**config.mk**
```make
export PLATFORM = sky130hd
export DESIGN_NAME = conv_ctrl
export DESIGN_NICKNAME = d
export VERILOG_FILES = /design/src/logic/conv_ctrl_pkg.sv /design/src/logic/result_fifo.sv /design/src/logic/conv_ctrl.sv
export VERILOG_INCLUDE_DIRS = /design/src /design/src/logic
export SDC_FILE = /design/constraint.sdc
export NUM_CORES = 1
export LEC_CHECK = 0
export ABC_AREA = 1
export BUFFER_PORTS_ARGS = -buffer_cell sky130_fd_sc_hd__buf_2
export CAP_MARGIN = 10
export CORE_MARGIN = 1
export CORE_UTILIZATION = 45
export DETAILED_ROUTE_END_ITERATION = 8
export HOLD_SLACK_MARGIN = 0.08
export MAX_ROUTING_LAYER = met4
export PLACE_DENSITY_LB_ADDON = 0.2
export SYNTH_ARGS = -nofsm -noshare
export SYNTH_HDL_FRONTEND = slang
export SYNTH_HIERARCHICAL = 1
export SYNTH_SLANG_ARGS = --single-unit
```
**constraint.sdc**
```tcl
create_clock -name clk_sys_i -period 2.3 [get_ports clk_sys_i]
set_clock_uncertainty 0.05 [all_clocks]
set_input_delay 0 -clock clk_sys_i [delete_from_list [all_inputs] [get_ports clk_sys_i]]
set_output_delay 0 -clock clk_sys_i [all_outputs]
set_load 0.01 [all_outputs]
```
**src/logic/conv_ctrl_regs.svh**
```systemverilog
// constants for the simultaneous-sampling converter control block
// Function
// busy rises on convert start rising edge, stays high until all picked channels done
// first_result_flag high exactly while result pointer selects first result
// convert start rising edge holds all four track-and-holds and starts converting
// channel selection captured at convert start rising edge, used for whole sequence
// device selected on parallel bus only while chip select low
// data outputs driven only while read and chip select low
// host keeps write strobe high during any read access
// write strobe rising edge, chip select low, read high loads low_data_lines
// source select 0 takes sequence from hw_channel_pick pins
// source select 1 takes sequence from channel select register
// low_power_request high is normal, low is standby
// bit zero enables channel 1, bit three enables channel 4
// end-of-conversion low pulse after each channel conversion
// each channel conversion takes 14 master clock cycles
// clock_source_pick 0 uses internal clock, 1 external conversion clock
// result pointer advances per read over picked channels, resets per sequence
// enabled channels converted in ascending order, disabled ones skipped
`ifndef CONV_CTRL_REGS_SVH
`define CONV_CTRL_REGS_SVH
`define CONV_CHANNELS 4
`define CONV_DATA_BITS 12
`define CONV_MCLK_CYCLES 14
`define CONV_EOC_PULSE_NS 75
`define CONV_CLK_PERIOD_NS 8
`define CONV_EOC_CYCLES ((`CONV_EOC_PULSE_NS + `CONV_CLK_PERIOD_NS - 1) / `CONV_CLK_PERIOD_NS)
`define CONV_CHSEL_RESET 4'h0
`define CONV_FIFO_DEPTH 16
`endif

```
**src/logic/conv_ctrl_pkg.sv**
```systemverilog
// types for the converter control block
package conv_ctrl_pkg;
  typedef enum logic [1:0] {
    ST_IDLE,
    ST_CONVERT,
    ST_EOC
  } conv_state_t;
endpackage

```
**src/logic/result_fifo.sv**
```systemverilog
// synchronous fifo for conversion results
module result_fifo #(
  parameter int WIDTH = 14,
  parameter int DEPTH = 16
) (
  // clock, reset, enable and flush
  input wire logic clk_sys_i,
  input wire logic rst_n_i,
  input wire logic ce_i,
  input wire logic flush_i,
  // fill side
  input wire logic in_valid_i,
  output logic in_ready_o,
  input wire logic [WIDTH-1:0] in_data_i,
  // drain side
  output logic out_valid_o,
  input wire logic out_ready_i,
  output logic [WIDTH-1:0] out_data_o
);
  localparam int AW = $clog2(DEPTH);
  logic [WIDTH-1:0] mem_q [DEPTH];
  logic [AW-1:0] wr_q, wr_d, rd_q, rd_d;
  logic [AW:0] cnt_q, cnt_d;
  logic push, pop;

  assign in_ready_o = (cnt_q != (AW+1)'(DEPTH));
  assign out_valid_o = (cnt_q != '0);
  assign out_data_o = mem_q[rd_q];
  assign push = in_valid_i && in_ready_o;
  assign pop = out_valid_o && out_ready_i;

  always_comb
  begin
    wr_d = wr_q;
    rd_d = rd_q;
    cnt_d = cnt_q;
    if (flush_i)
    begin
      wr_d = '0;
      rd_d = '0;
      cnt_d = '0;
    end
    else
    begin
      if (push)
        wr_d = wr_q + AW'(1);
      if (pop)
        rd_d = rd_q + AW'(1);
      cnt_d = cnt_q + (AW+1)'(push) - (AW+1)'(pop);
    end
  end

  always_ff @(posedge clk_sys_i or negedge rst_n_i)
  begin
    if (!rst_n_i)
    begin
      wr_q <= '0;
      rd_q <= '0;
      cnt_q <= '0;
    end
    else if (ce_i)
    begin
      wr_q <= wr_d;
      rd_q <= rd_d;
      cnt_q <= cnt_d;
    end
  end

  // storage has no reset: contents are only read when counted valid
  always_ff @(posedge clk_sys_i)
  begin
    if (ce_i && push && !flush_i)
      mem_q[wr_q] <= in_data_i;
  end
endmodule

```
**src/logic/conv_ctrl.sv**
```systemverilog
// convert-start, sequencing and parallel host interface of the four-channel converter
`include "conv_ctrl_regs.svh"
module conv_ctrl #(
  parameter int CHANNELS = `CONV_CHANNELS,
  parameter int DATA_BITS = `CONV_DATA_BITS,
  parameter int MCLK_CYCLES = `CONV_MCLK_CYCLES,
  parameter int FIFO_DEPTH = `CONV_FIFO_DEPTH
) (
  // clock, reset, enable
  input wire logic clk_sys_i,
  input wire logic rst_n_i,
  input wire logic ce_i,
  // conversion control pins
  input wire logic convert_start_i,
  input wire logic [CHANNELS-1:0] hw_channel_pick_i,
  input wire logic sw_source_pick_i,
  input wire logic low_power_request_n_i,
  input wire logic clock_source_pick_i,
  input wire logic external_conversion_clock_i,
  output logic busy_o,
  output logic eoc_n_o,
  output logic first_result_flag_o,
  output logic [CHANNELS-1:0] track_hold_o,
  output logic standby_o,
  // parallel host bus
  input wire logic cs_n_i,
  input wire logic rd_n_i,
  input wire logic wr_n_i,
  input wire logic [DATA_BITS-1:0] data_i,
  output logic [DATA_BITS-1:0] data_o,
  output logic [DATA_BITS-1:0] data_oe_o,
  // result source from the analog core
  input wire logic [DATA_BITS-1:0] sample_i
);
  localparam int CW = $clog2(CHANNELS);
  localparam int EW = 8;
  localparam int RW = DATA_BITS + CW;

  ////////////////////////////////////////////////////////////////////////////
  // pin synchronisers, two flops each
  localparam int NS = 7 + CHANNELS;
  logic [NS-1:0] sync1_q, sync2_q, pin_raw;
  // write strobe has its own pair below, kept in step with the data lines
  assign pin_raw = {convert_start_i, sw_source_pick_i, low_power_request_n_i, clock_source_pick_i,
                    external_conversion_clock_i, cs_n_i, rd_n_i, hw_channel_pick_i};
  logic wr_s1_q, wr_s2_q;
  logic [DATA_BITS-1:0] dat_s1_q, dat_s2_q;

  always_ff @(posedge clk_sys_i or negedge rst_n_i)
  begin
    if (!rst_n_i)
    begin
      sync1_q <= '1;
      sync2_q <= '1;
      wr_s1_q <= 1'b1;
      wr_s2_q <= 1'b1;
      dat_s1_q <= '0;
      dat_s2_q <= '0;
    end
    else if (ce_i)
    begin
      sync1_q <= pin_raw;
      sync2_q <= sync1_q;
      wr_s1_q <= wr_n_i;
      wr_s2_q <= wr_s1_q;
      dat_s1_q <= data_i;
      dat_s2_q <= dat_s1_q;
    end
  end

  logic cst_s, src_s, low_power_request_n_s, clksel_s, xclk_s, cs_n_s, rd_n_s;
  logic [CHANNELS-1:0] pick_s;
  assign cst_s = sync2_q[NS-1];
  assign src_s = sync2_q[NS-2];
  assign low_power_request_n_s = sync2_q[NS-3];
  assign clksel_s = sync2_q[NS-4];
  assign xclk_s = sync2_q[NS-5];
  assign cs_n_s = sync2_q[NS-6];
  assign rd_n_s = sync2_q[NS-7];
  assign pick_s = sync2_q[CHANNELS-1:0];

  ////////////////////////////////////////////////////////////////////////////
  // edge history, master clock tick, channel select register
  logic cst_q, xclk_q, wr_q, rd_q;
  logic [CHANNELS-1:0] chsel_q, chsel_d;
  logic cst_rise, xclk_rise, wr_rise, rd_rise, selected, mclk_tick;

  assign selected = !cs_n_s;
  assign cst_rise = cst_s && !cst_q;
  assign xclk_rise = xclk_s && !xclk_q;
  assign wr_rise = wr_s2_q && !wr_q;
  assign rd_rise = rd_n_s && !rd_q;
  // internal master clock is the system clock; an external one counts on its rising edges
  assign mclk_tick = clksel_s ? xclk_rise : 1'b1;
  assign standby_o = !low_power_request_n_s;

  always_comb
  begin
    chsel_d = chsel_q;
    if (wr_rise && selected && rd_n_s)
      chsel_d = dat_s2_q[CHANNELS-1:0];
  end

  always_ff @(posedge clk_sys_i or negedge rst_n_i)
  begin
    if (!rst_n_i)
    begin
      // match the synchronisers' preset so no false edge follows reset
      cst_q <= 1'b1;
      xclk_q <= 1'b1;
      wr_q <= 1'b1;
      rd_q <= 1'b1;
      chsel_q <= `CONV_CHSEL_RESET;
    end
    else if (ce_i)
    begin
      cst_q <= cst_s;
      xclk_q <= xclk_s;
      wr_q <= wr_s2_q;
      rd_q <= rd_n_s;
      chsel_q <= chsel_d;
    end
  end

  ////////////////////////////////////////////////////////////////////////////
  // conversion sequencer
  function automatic logic [CW:0] next_channel(input logic [CHANNELS-1:0] mask, input logic [CW:0] from);
    logic [CW:0] r;
    r = (CW+1)'(CHANNELS);
    for (int i = CHANNELS - 1; i >= 0; i--)
      if (mask[i] && (i >= int'(from)))
        r = (CW+1)'(i);
    return r;
  endfunction

  conv_ctrl_pkg::conv_state_t st_q, st_d;
  logic [CHANNELS-1:0] seq_q, seq_d;
  logic [CW:0] ch_q, ch_d;
  logic [4:0] mcnt_q, mcnt_d;
  logic [EW-1:0] ecnt_q, ecnt_d;
  logic busy_d, push;
  logic [CW:0] nxt;

  assign nxt = next_channel(seq_q, ch_q + (CW+1)'(1));
  assign push = (st_q == conv_ctrl_pkg::ST_CONVERT) && mclk_tick && (mcnt_q == 5'(MCLK_CYCLES - 1));

  always_comb
  begin
    st_d = st_q;
    seq_d = seq_q;
    ch_d = ch_q;
    mcnt_d = mcnt_q;
    ecnt_d = ecnt_q;
    busy_d = busy_o;
    unique case (st_q)
      conv_ctrl_pkg::ST_IDLE:
      begin
        if (cst_rise && low_power_request_n_s)
        begin
          seq_d = src_s ? chsel_q : pick_s;
          ch_d = next_channel(src_s ? chsel_q : pick_s, '0);
          mcnt_d = '0;
          if ((src_s ? chsel_q : pick_s) != '0)
          begin
            busy_d = 1'b1;
            st_d = conv_ctrl_pkg::ST_CONVERT;
          end
        end
      end
      conv_ctrl_pkg::ST_CONVERT:
      begin
        if (mclk_tick)
        begin
          mcnt_d = mcnt_q + 5'd1;
          if (push)
          begin
            mcnt_d = '0;
            ecnt_d = EW'(`CONV_EOC_CYCLES);
            st_d = conv_ctrl_pkg::ST_EOC;
          end
        end
      end
      conv_ctrl_pkg::ST_EOC:
      begin
        ecnt_d = ecnt_q - EW'(1);
        if (ecnt_q == EW'(1))
        begin
          ch_d = nxt;
          if (nxt == (CW+1)'(CHANNELS))
          begin
            busy_d = 1'b0;
            st_d = conv_ctrl_pkg::ST_IDLE;
          end
          else
            st_d = conv_ctrl_pkg::ST_CONVERT;
        end
      end
      default:
        st_d = conv_ctrl_pkg::ST_IDLE;
    endcase
  end

  always_ff @(posedge clk_sys_i or negedge rst_n_i)
  begin
    if (!rst_n_i)
    begin
      st_q <= conv_ctrl_pkg::ST_IDLE;
      seq_q <= '0;
      ch_q <= '0;
      mcnt_q <= '0;
      ecnt_q <= '0;
      busy_o <= 1'b0;
    end
    else if (ce_i)
    begin
      st_q <= st_d;
      seq_q <= seq_d;
      ch_q <= ch_d;
      mcnt_q <= mcnt_d;
      ecnt_q <= ecnt_d;
      busy_o <= busy_d;
    end
  end

  assign eoc_n_o = (st_q != conv_ctrl_pkg::ST_EOC);
  // all holds released together only when idle, so sampling instants match
  assign track_hold_o = {CHANNELS{st_q != conv_ctrl_pkg::ST_IDLE}};

  ////////////////////////////////////////////////////////////////////////////
  // result buffer and read pointer
  logic f_ready, f_valid, f_pop, first_q, first_d;
  logic [RW-1:0] f_data;
  logic [DATA_BITS-1:0] dout_q, dout_d;

  // at most one result per channel per sequence, so the buffer never fills
  result_fifo #(
    .WIDTH(RW),
    .DEPTH(FIFO_DEPTH)
  ) u_fifo (
    .clk_sys_i(clk_sys_i),
    .rst_n_i(rst_n_i),
    .ce_i(ce_i),
    .flush_i(cst_rise && st_q == conv_ctrl_pkg::ST_IDLE),
    .in_valid_i(push),
    .in_ready_o(f_ready),
    .in_data_i({ch_q[CW-1:0], sample_i}),
    .out_valid_o(f_valid),
    .out_ready_i(f_pop),
    .out_data_o(f_data)
  );

  assign f_pop = rd_rise && selected;

  always_comb
  begin
    first_d = first_q;
    dout_d = f_valid ? f_data[DATA_BITS-1:0] : '0;
    if (cst_rise && st_q == conv_ctrl_pkg::ST_IDLE)
      first_d = 1'b1;
    else if (f_pop)
      first_d = 1'b0;
  end

  always_ff @(posedge clk_sys_i or negedge rst_n_i)
  begin
    if (!rst_n_i)
    begin
      first_q <= 1'b0;
      dout_q <= '0;
    end
    else if (ce_i)
    begin
      first_q <= first_d;
      dout_q <= dout_d;
    end
  end

  assign first_result_flag_o = first_q && f_valid;
  assign data_o = dout_q;
  assign data_oe_o = {DATA_BITS{selected && !rd_n_s && wr_s2_q}};
  logic unused;
  assign unused = f_ready;
endmodule

```
# Yosys cells after proc, flatten, opt, wreduce, memory -nomap -nowiden
# Memory sizes are Yosys's and may differ from the RTL's.
# Index checks and enable logic that the tools add are counted.
# totals
regBits,89
in_bits,39
mem_count,1
word_cells,139
out_inout_bits,32
mem_bits_rw,224
# classes
eq_ne,13
muxes,42
n_reduce_logical,50
addsub,7
order_cmp,4
# memory_table
name,words,width,rd,rd_ports_with_merged_regs,write_ports,line,text
u_fifo.mem_q,16,14,1,0,1,result_fifo.sv:21,logic [WIDTH-1:0] mem_q [DEPTH];
# ops
cell,count
$mux W3,10
$logic_and A1 B1 Y1,22
$mux W4,5
$mux W5,4
$mux W8,2
$pmux W8 S2,1
$reduce_bool A2 Y1,7
$mux W12,1
$ne A2 B2 Y1 const B,6
$reduce_and A4 Y1,3
$reduce_and A6 Y1,2
$mux W1,10
$mux W2,5
$pmux W5 S2,1
$add A4 B1 Y4 const B,2
$eq A8 B1 Y1 const B,1
$logic_not A1 Y1,8
$reduce_and A2 Y1,4
$sub A8 B1 Y8 const B,1
$ge A1 B3 Y1 const A,2
$ge A2 B3 Y1 const A,2
$pmux W2 S3,1
$pmux W3 S2,1
$add A5 B1 Y5,1
other kinds (14),14

# Logic depth before layout (Yosys ltp)
# logic_depth
depth_word,11
mapped_depth,17
depth_no_buf,17

# Hierarchy
# Netlist, hierarchy kept.
# by_module_without_submodules
mod,cells_per_inst,instances,area_per_inst_um2,seq_area_each_um2
result_fifo,928,1,9974.6,7051.8
conv_ctrl,464,1,3746.1,1936.9

# Worst setup path before layout
# Ideal clock, no wire load.
# synth_timing
path_type,flip-flop to flip-flop
startpoint,reg st_q[0]
endpoint,mem u_fifo.mem_q[0][0] (enable)
required_ns,1.866
path_buffers,0
path_stages_with_launch,9
setup_slack_ns,-0.142
setup_ns,0.384
synth_period_minus_slack_ns,2.442
arrival_time_ns,2.008
cell_sequence,dfrtp_1 > nor2_1 > inv_1 > nor3_1 > nor2_2 > inv_1 > nor2_4 > nand2_1 > nor2_1
# synth_between
elab_chain_len,8
elab_cells_between_ends,11
classes_between,eq/ne (1); mux (2); reduce/logical (8)
# synth_lines
item,line,text
from (decl),conv_ctrl.sv:136,"conv_ctrl_pkg::conv_state_t st_q, st_d;"
from (signal assigned),conv_ctrl.sv:207,st_q <= conv_ctrl_pkg::ST_IDLE;
from (signal assigned),conv_ctrl.sv:216,st_q <= st_d;
$eq A2 B1 Y1,conv_ctrl.sv:145,assign push = (st_q == conv_ctrl_pkg::ST_CONVERT) && mclk_tick && (mcnt_q == 5'(MCLK_CYCLES - 1));
$logic_and A1 B1 Y1 (2 in series),conv_ctrl.sv:145,
$logic_and A1 B1 Y1,result_fifo.sv:29,assign push = in_valid_i && in_ready_o;
$logic_and A1 B1 Y1,result_fifo.sv:72,if (ce_i && push && !flush_i)
$logic_and A1 B1 Y1 *,result_fifo.sv:72,
$mux W1 *,result_fifo.sv:72,
$mux W1 (not written as such) *,result_fifo.sv:73,mem_q[wr_q] <= in_data_i;
to (decl),result_fifo.sv:21,
# Every way passes the cells marked *; elsewhere a longest branch is shown, timed or not.

# Worst setup path in the final report
# layout_timing
startpoint,reg sync2_q[4]
endpoint,reg u_fifo.cnt_q[4]
# layout_between
elab_chain_len,5
# layout_lines
item,line,text
from (decl),conv_ctrl.sv:42,"logic [NS-1:0] sync1_q, sync2_q, pin_raw;"
from (signal assigned),conv_ctrl.sv:63,sync2_q <= sync1_q;
$logic_and A1 B1 Y1,conv_ctrl.sv:92,assign rd_rise = rd_n_s && !rd_q;
$logic_and A1 B1 Y1,conv_ctrl.sv:252,assign f_pop = rd_rise && selected;
via f_pop,conv_ctrl.sv:231,"logic f_ready, f_valid, f_pop, first_q, first_d;"
$logic_and A1 B1 Y1,result_fifo.sv:30,assign pop = out_valid_o && out_ready_i;
$sub A5 B1 Y5,result_fifo.sv:49,cnt_d = cnt_q + (AW+1)'(push) - (AW+1)'(pop);
$mux W5,result_fifo.sv:37,if (flush_i)
to (signal assigned),result_fifo.sv:65,cnt_q <= cnt_d;
to (decl),result_fifo.sv:23,"logic [AW:0] cnt_q, cnt_d;"
# The timed path passes the listed nets, and every way through them passes these cells.
# A chain may end at the register's enable or synchronous reset.

==> impl_results.md <==
* Run status: complete, no violations
* Buffer cell driving the clock tree root: sky130_fd_sc_hd__clkbuf_16
* Launch point of the worst reg-to-reg path: sync2_q[4]$_DFFE_PN1P_
* WL final at about 29000 µm
* GRT met1 Usage at 29.0%
* Number of setup violations in the final report at 0
* Highest-delay cell along the critical path: sky130_fd_sc_hd__dfstp_2
* Die area at around 0.028 mm²
* Critical path cell sequence: inv_2, nor3_4, nand2_2, inv_2, ha_4, inv_2, ha_4, inv_2, fa_2, inv_2, nand3_2, nand2_1, nand2_1, nand3_1, nand2_1
* Count of nets left with antenna violations after detail routing at 0
* Maximum count of clock buffers along a single path at 3
* Crit path setup slack, layout at 90.6 ps
* Headroom to the max-slew limit at 60.5%
* Hold Path Cell Cnt at 2
* Worst Path Max Fanout at 3
* Netlist area before placement at 0.0125 mm²
* Worst setup path start: sync2_q[4]$_DFFE_PN1P_
* Path depth of the worst reg2reg path at 15
* Delay of the slowest cell on the worst path at 540 ps
* Vias in the first global route at 8620
* Inserted Clock Buffers at 29
* Post-Synthesis Mean Instance Area at 9.69 µm²
* H-tree levels at 1
* LEAKAGE at about 6.4 nW
* Worst setup slack after placement at -132 ps
* Gr busiest metal: met2
* Port Buf Inserts at 62
* Setup TNS at 0 ps
* Critical path start-end classification: reg -> reg
* Total routing resource utilization after global routing at 21.8%
* Cell Count, Final, Fillers Out at approximately 1.8k
* Wire length of the first global-routing pass at 46300 µm
* Synthesis Warnings at 6
* Start point of the worst hold path: sample_i[5]
* Crit Reg-Reg Endpoint: u_fifo/cnt_q[4]$_DFFE_PN0P_
* Synth-to-Final Area Change at 19.8%
* Register-to-register path setup slack at 90 ps
* Most Frequent Cell on Critical Path: sky130_fd_sc_hd__inv_2
* Average routed wire per standard cell at 16.4 µm
* Largest delay contributor family on the critical path: adder cells
* Number of design rule violations left after detail routing at 0
* Unrepaired setup endpoints after global routing: yes
* CTS sink cnt at 281
* Clock transition at the registers of the reported paths at 60 ps
* Arrival time of the worst setup path at approximately 2600 ps
* Kind of end point of the critical path: register
* Core Footprint at 0.0270 mm²
* Post-Route Hold Slack at 384 ps
* Number of violations reported at the end of detailed-routing iteration 0 at 671
* Overall die height at approximately 170 µm
* Max Transition Viols Final at 0
* Time the worst path needs with I/O delays and setup at 2210 ps
* Vias after detailed routing at 8904
* Global routing usage on met2 at 35.4%
* I/O Pins at a little over 70
* Max-capacitance violation count at 0
* Critical path required time at between 2000 and 3000 ps
* X dimension of the die at 168 µm
* Worst Path Buf+Inv at 5
* Gr ovfl total at 0
* Post-Synthesis Cells at 1286
* Total nets after synthesis at 1344
* Total design power at 14.8 mW
* Worst IR drop on VDD at 0.000729 V
* Post-detailed-placement cell area at roughly 0.013 mm²
* Antenna cell count at 0
* Clock Latency Late Sink at 540 ps
* Placer's final routability congestion estimate at 0.817
* Number of failing hold endpoints at the final stage at 0
* M3 GR Usage at 2.35%
* Power density over the cells at 988 mW/mm²
* Final clock period utilization by the worst path at between 90% and 100%
* Final std cell area, no fill at between 0.01 and 0.015 mm²
* Post-detail-place hpwl at 18300 µm
* Placement Rows at 60
* Max Clock Freq at 453 MHz
* Core Util, Final at 55.3%
* Kind of start point of the critical path: register
* TritonCTS clock tree: yes
* Placed Cells incl. Taps at 1676
* Mean number of vias per cell at 5.00
* Pin slew with the least headroom to its limit at 592 ps
* Share of layout cells above drive strength 1 at 16.7%
* First drt pass iteration count at 6
* Type of the worst min-delay path: in -> reg
* Destination of the worst hold path: u_fifo/mem_q[0][5]$_DFFE_PP_
* Largest net degree at the start of global routing at roughly 90
* # fillers at 2333
* Initial standard-cell utilization of the core at between 40% and 50%
* Final net count at around 1.5k
* Antenna violations before repair at 1
## layer usage
metal  vias up  routed length, µm
li1       4422                  -
met1      4219              13200
met2       203              14100
met3        60               1180
met4         0                774
met5         -                  0
## worst register-to-register path: cells and delay by family, from the launching register on
kind	cells	cell delay, ps
buffers and inverters	5	290
AND/OR/NAND/NOR	7	560
adder cells (fa/ha/maj)	3	650
flip-flops	1	540
## flip-flops by register name, summed over array words and instances (netlist names), 2 cells and up
name / cells
ch_q: 3
chsel_q: 4
dat_s1_q: 4
dat_s2_q: 4
data_o: 12
ecnt_q: 8
mcnt_q: 5
seq_q: 4
st_q: 2
sync1_q: 11
sync2_q: 11
u_fifo/cnt_q: 5
u_fifo/mem_q: 192
u_fifo/rd_q: 4
u_fifo/wr_q: 4
## cell usage in the layout (no fill, tap or decap), types with 29 or more instances in the layout
master / instances
sky130_fd_sc_hd__buf_2: 61
sky130_fd_sc_hd__buf_4: 44
sky130_fd_sc_hd__clkbuf_16: 29
sky130_fd_sc_hd__dfrtp_1: 60
sky130_fd_sc_hd__dlygate4sd3_1: 47
sky130_fd_sc_hd__edfxtp_1: 192
sky130_fd_sc_hd__inv_1: 69
sky130_fd_sc_hd__nand2_1: 473
sky130_fd_sc_hd__nand3_1: 84
sky130_fd_sc_hd__nor2_1: 149
sky130_fd_sc_hd__o21ai_0: 49
## power by group
part,leakage (nW),total (mW),internal [mW],switching [mW]
registers,2.80,6.03,5.80,0.237
logic,3.14,3.95,1.38,2.57
clock network,0.474,4.77,2.85,1.91
total,6.41,14.8,10.0,4.72
## final cells by class
cell class	count	area, µm²	area share, %
clock buffer	29	726	4.86
timing repair buffer	166	1330	8.87
multi-input combinational	855	3860	25.8
tap	341	427	2.86
sequential	281	8030	53.8
inverter	84	315	2.11
clock inverter	24	253	1.69
## how the worst max path moves through the flow
stage                                     to  slack (ps)  cells past startpoint
6_report         u_fifo/cnt_q[4]$_DFFE_PN0P_          90                     15
5_1_grt          u_fifo/cnt_q[4]$_DFFE_PN0P_         -90                     17
4_1_cts          u_fifo/cnt_q[4]$_DFFE_PN0P_         0.1                     15
3_5_place_dp     u_fifo/cnt_q[4]$_DFFE_PN0P_        -130                     15
3_3_place_gp     u_fifo/cnt_q[4]$_DFFE_PN0P_         -60                     15
2_1_floorplan  u_fifo/mem_q[12][0]$_DFFE_PP_         -60                      8
## repair_timing
item | 4_1_cts | 5_1_grt
hold buffers | 48 | 0
pin swaps | 1 | 8
gates resized for setup | 9 | 23
hold endpoints to repair | 324 | 0
setup buffers | 0 | 3
gates cloned | 0 | 0
setup endpoints to repair | 2 | 194
(Power assumes the default switching activity.)
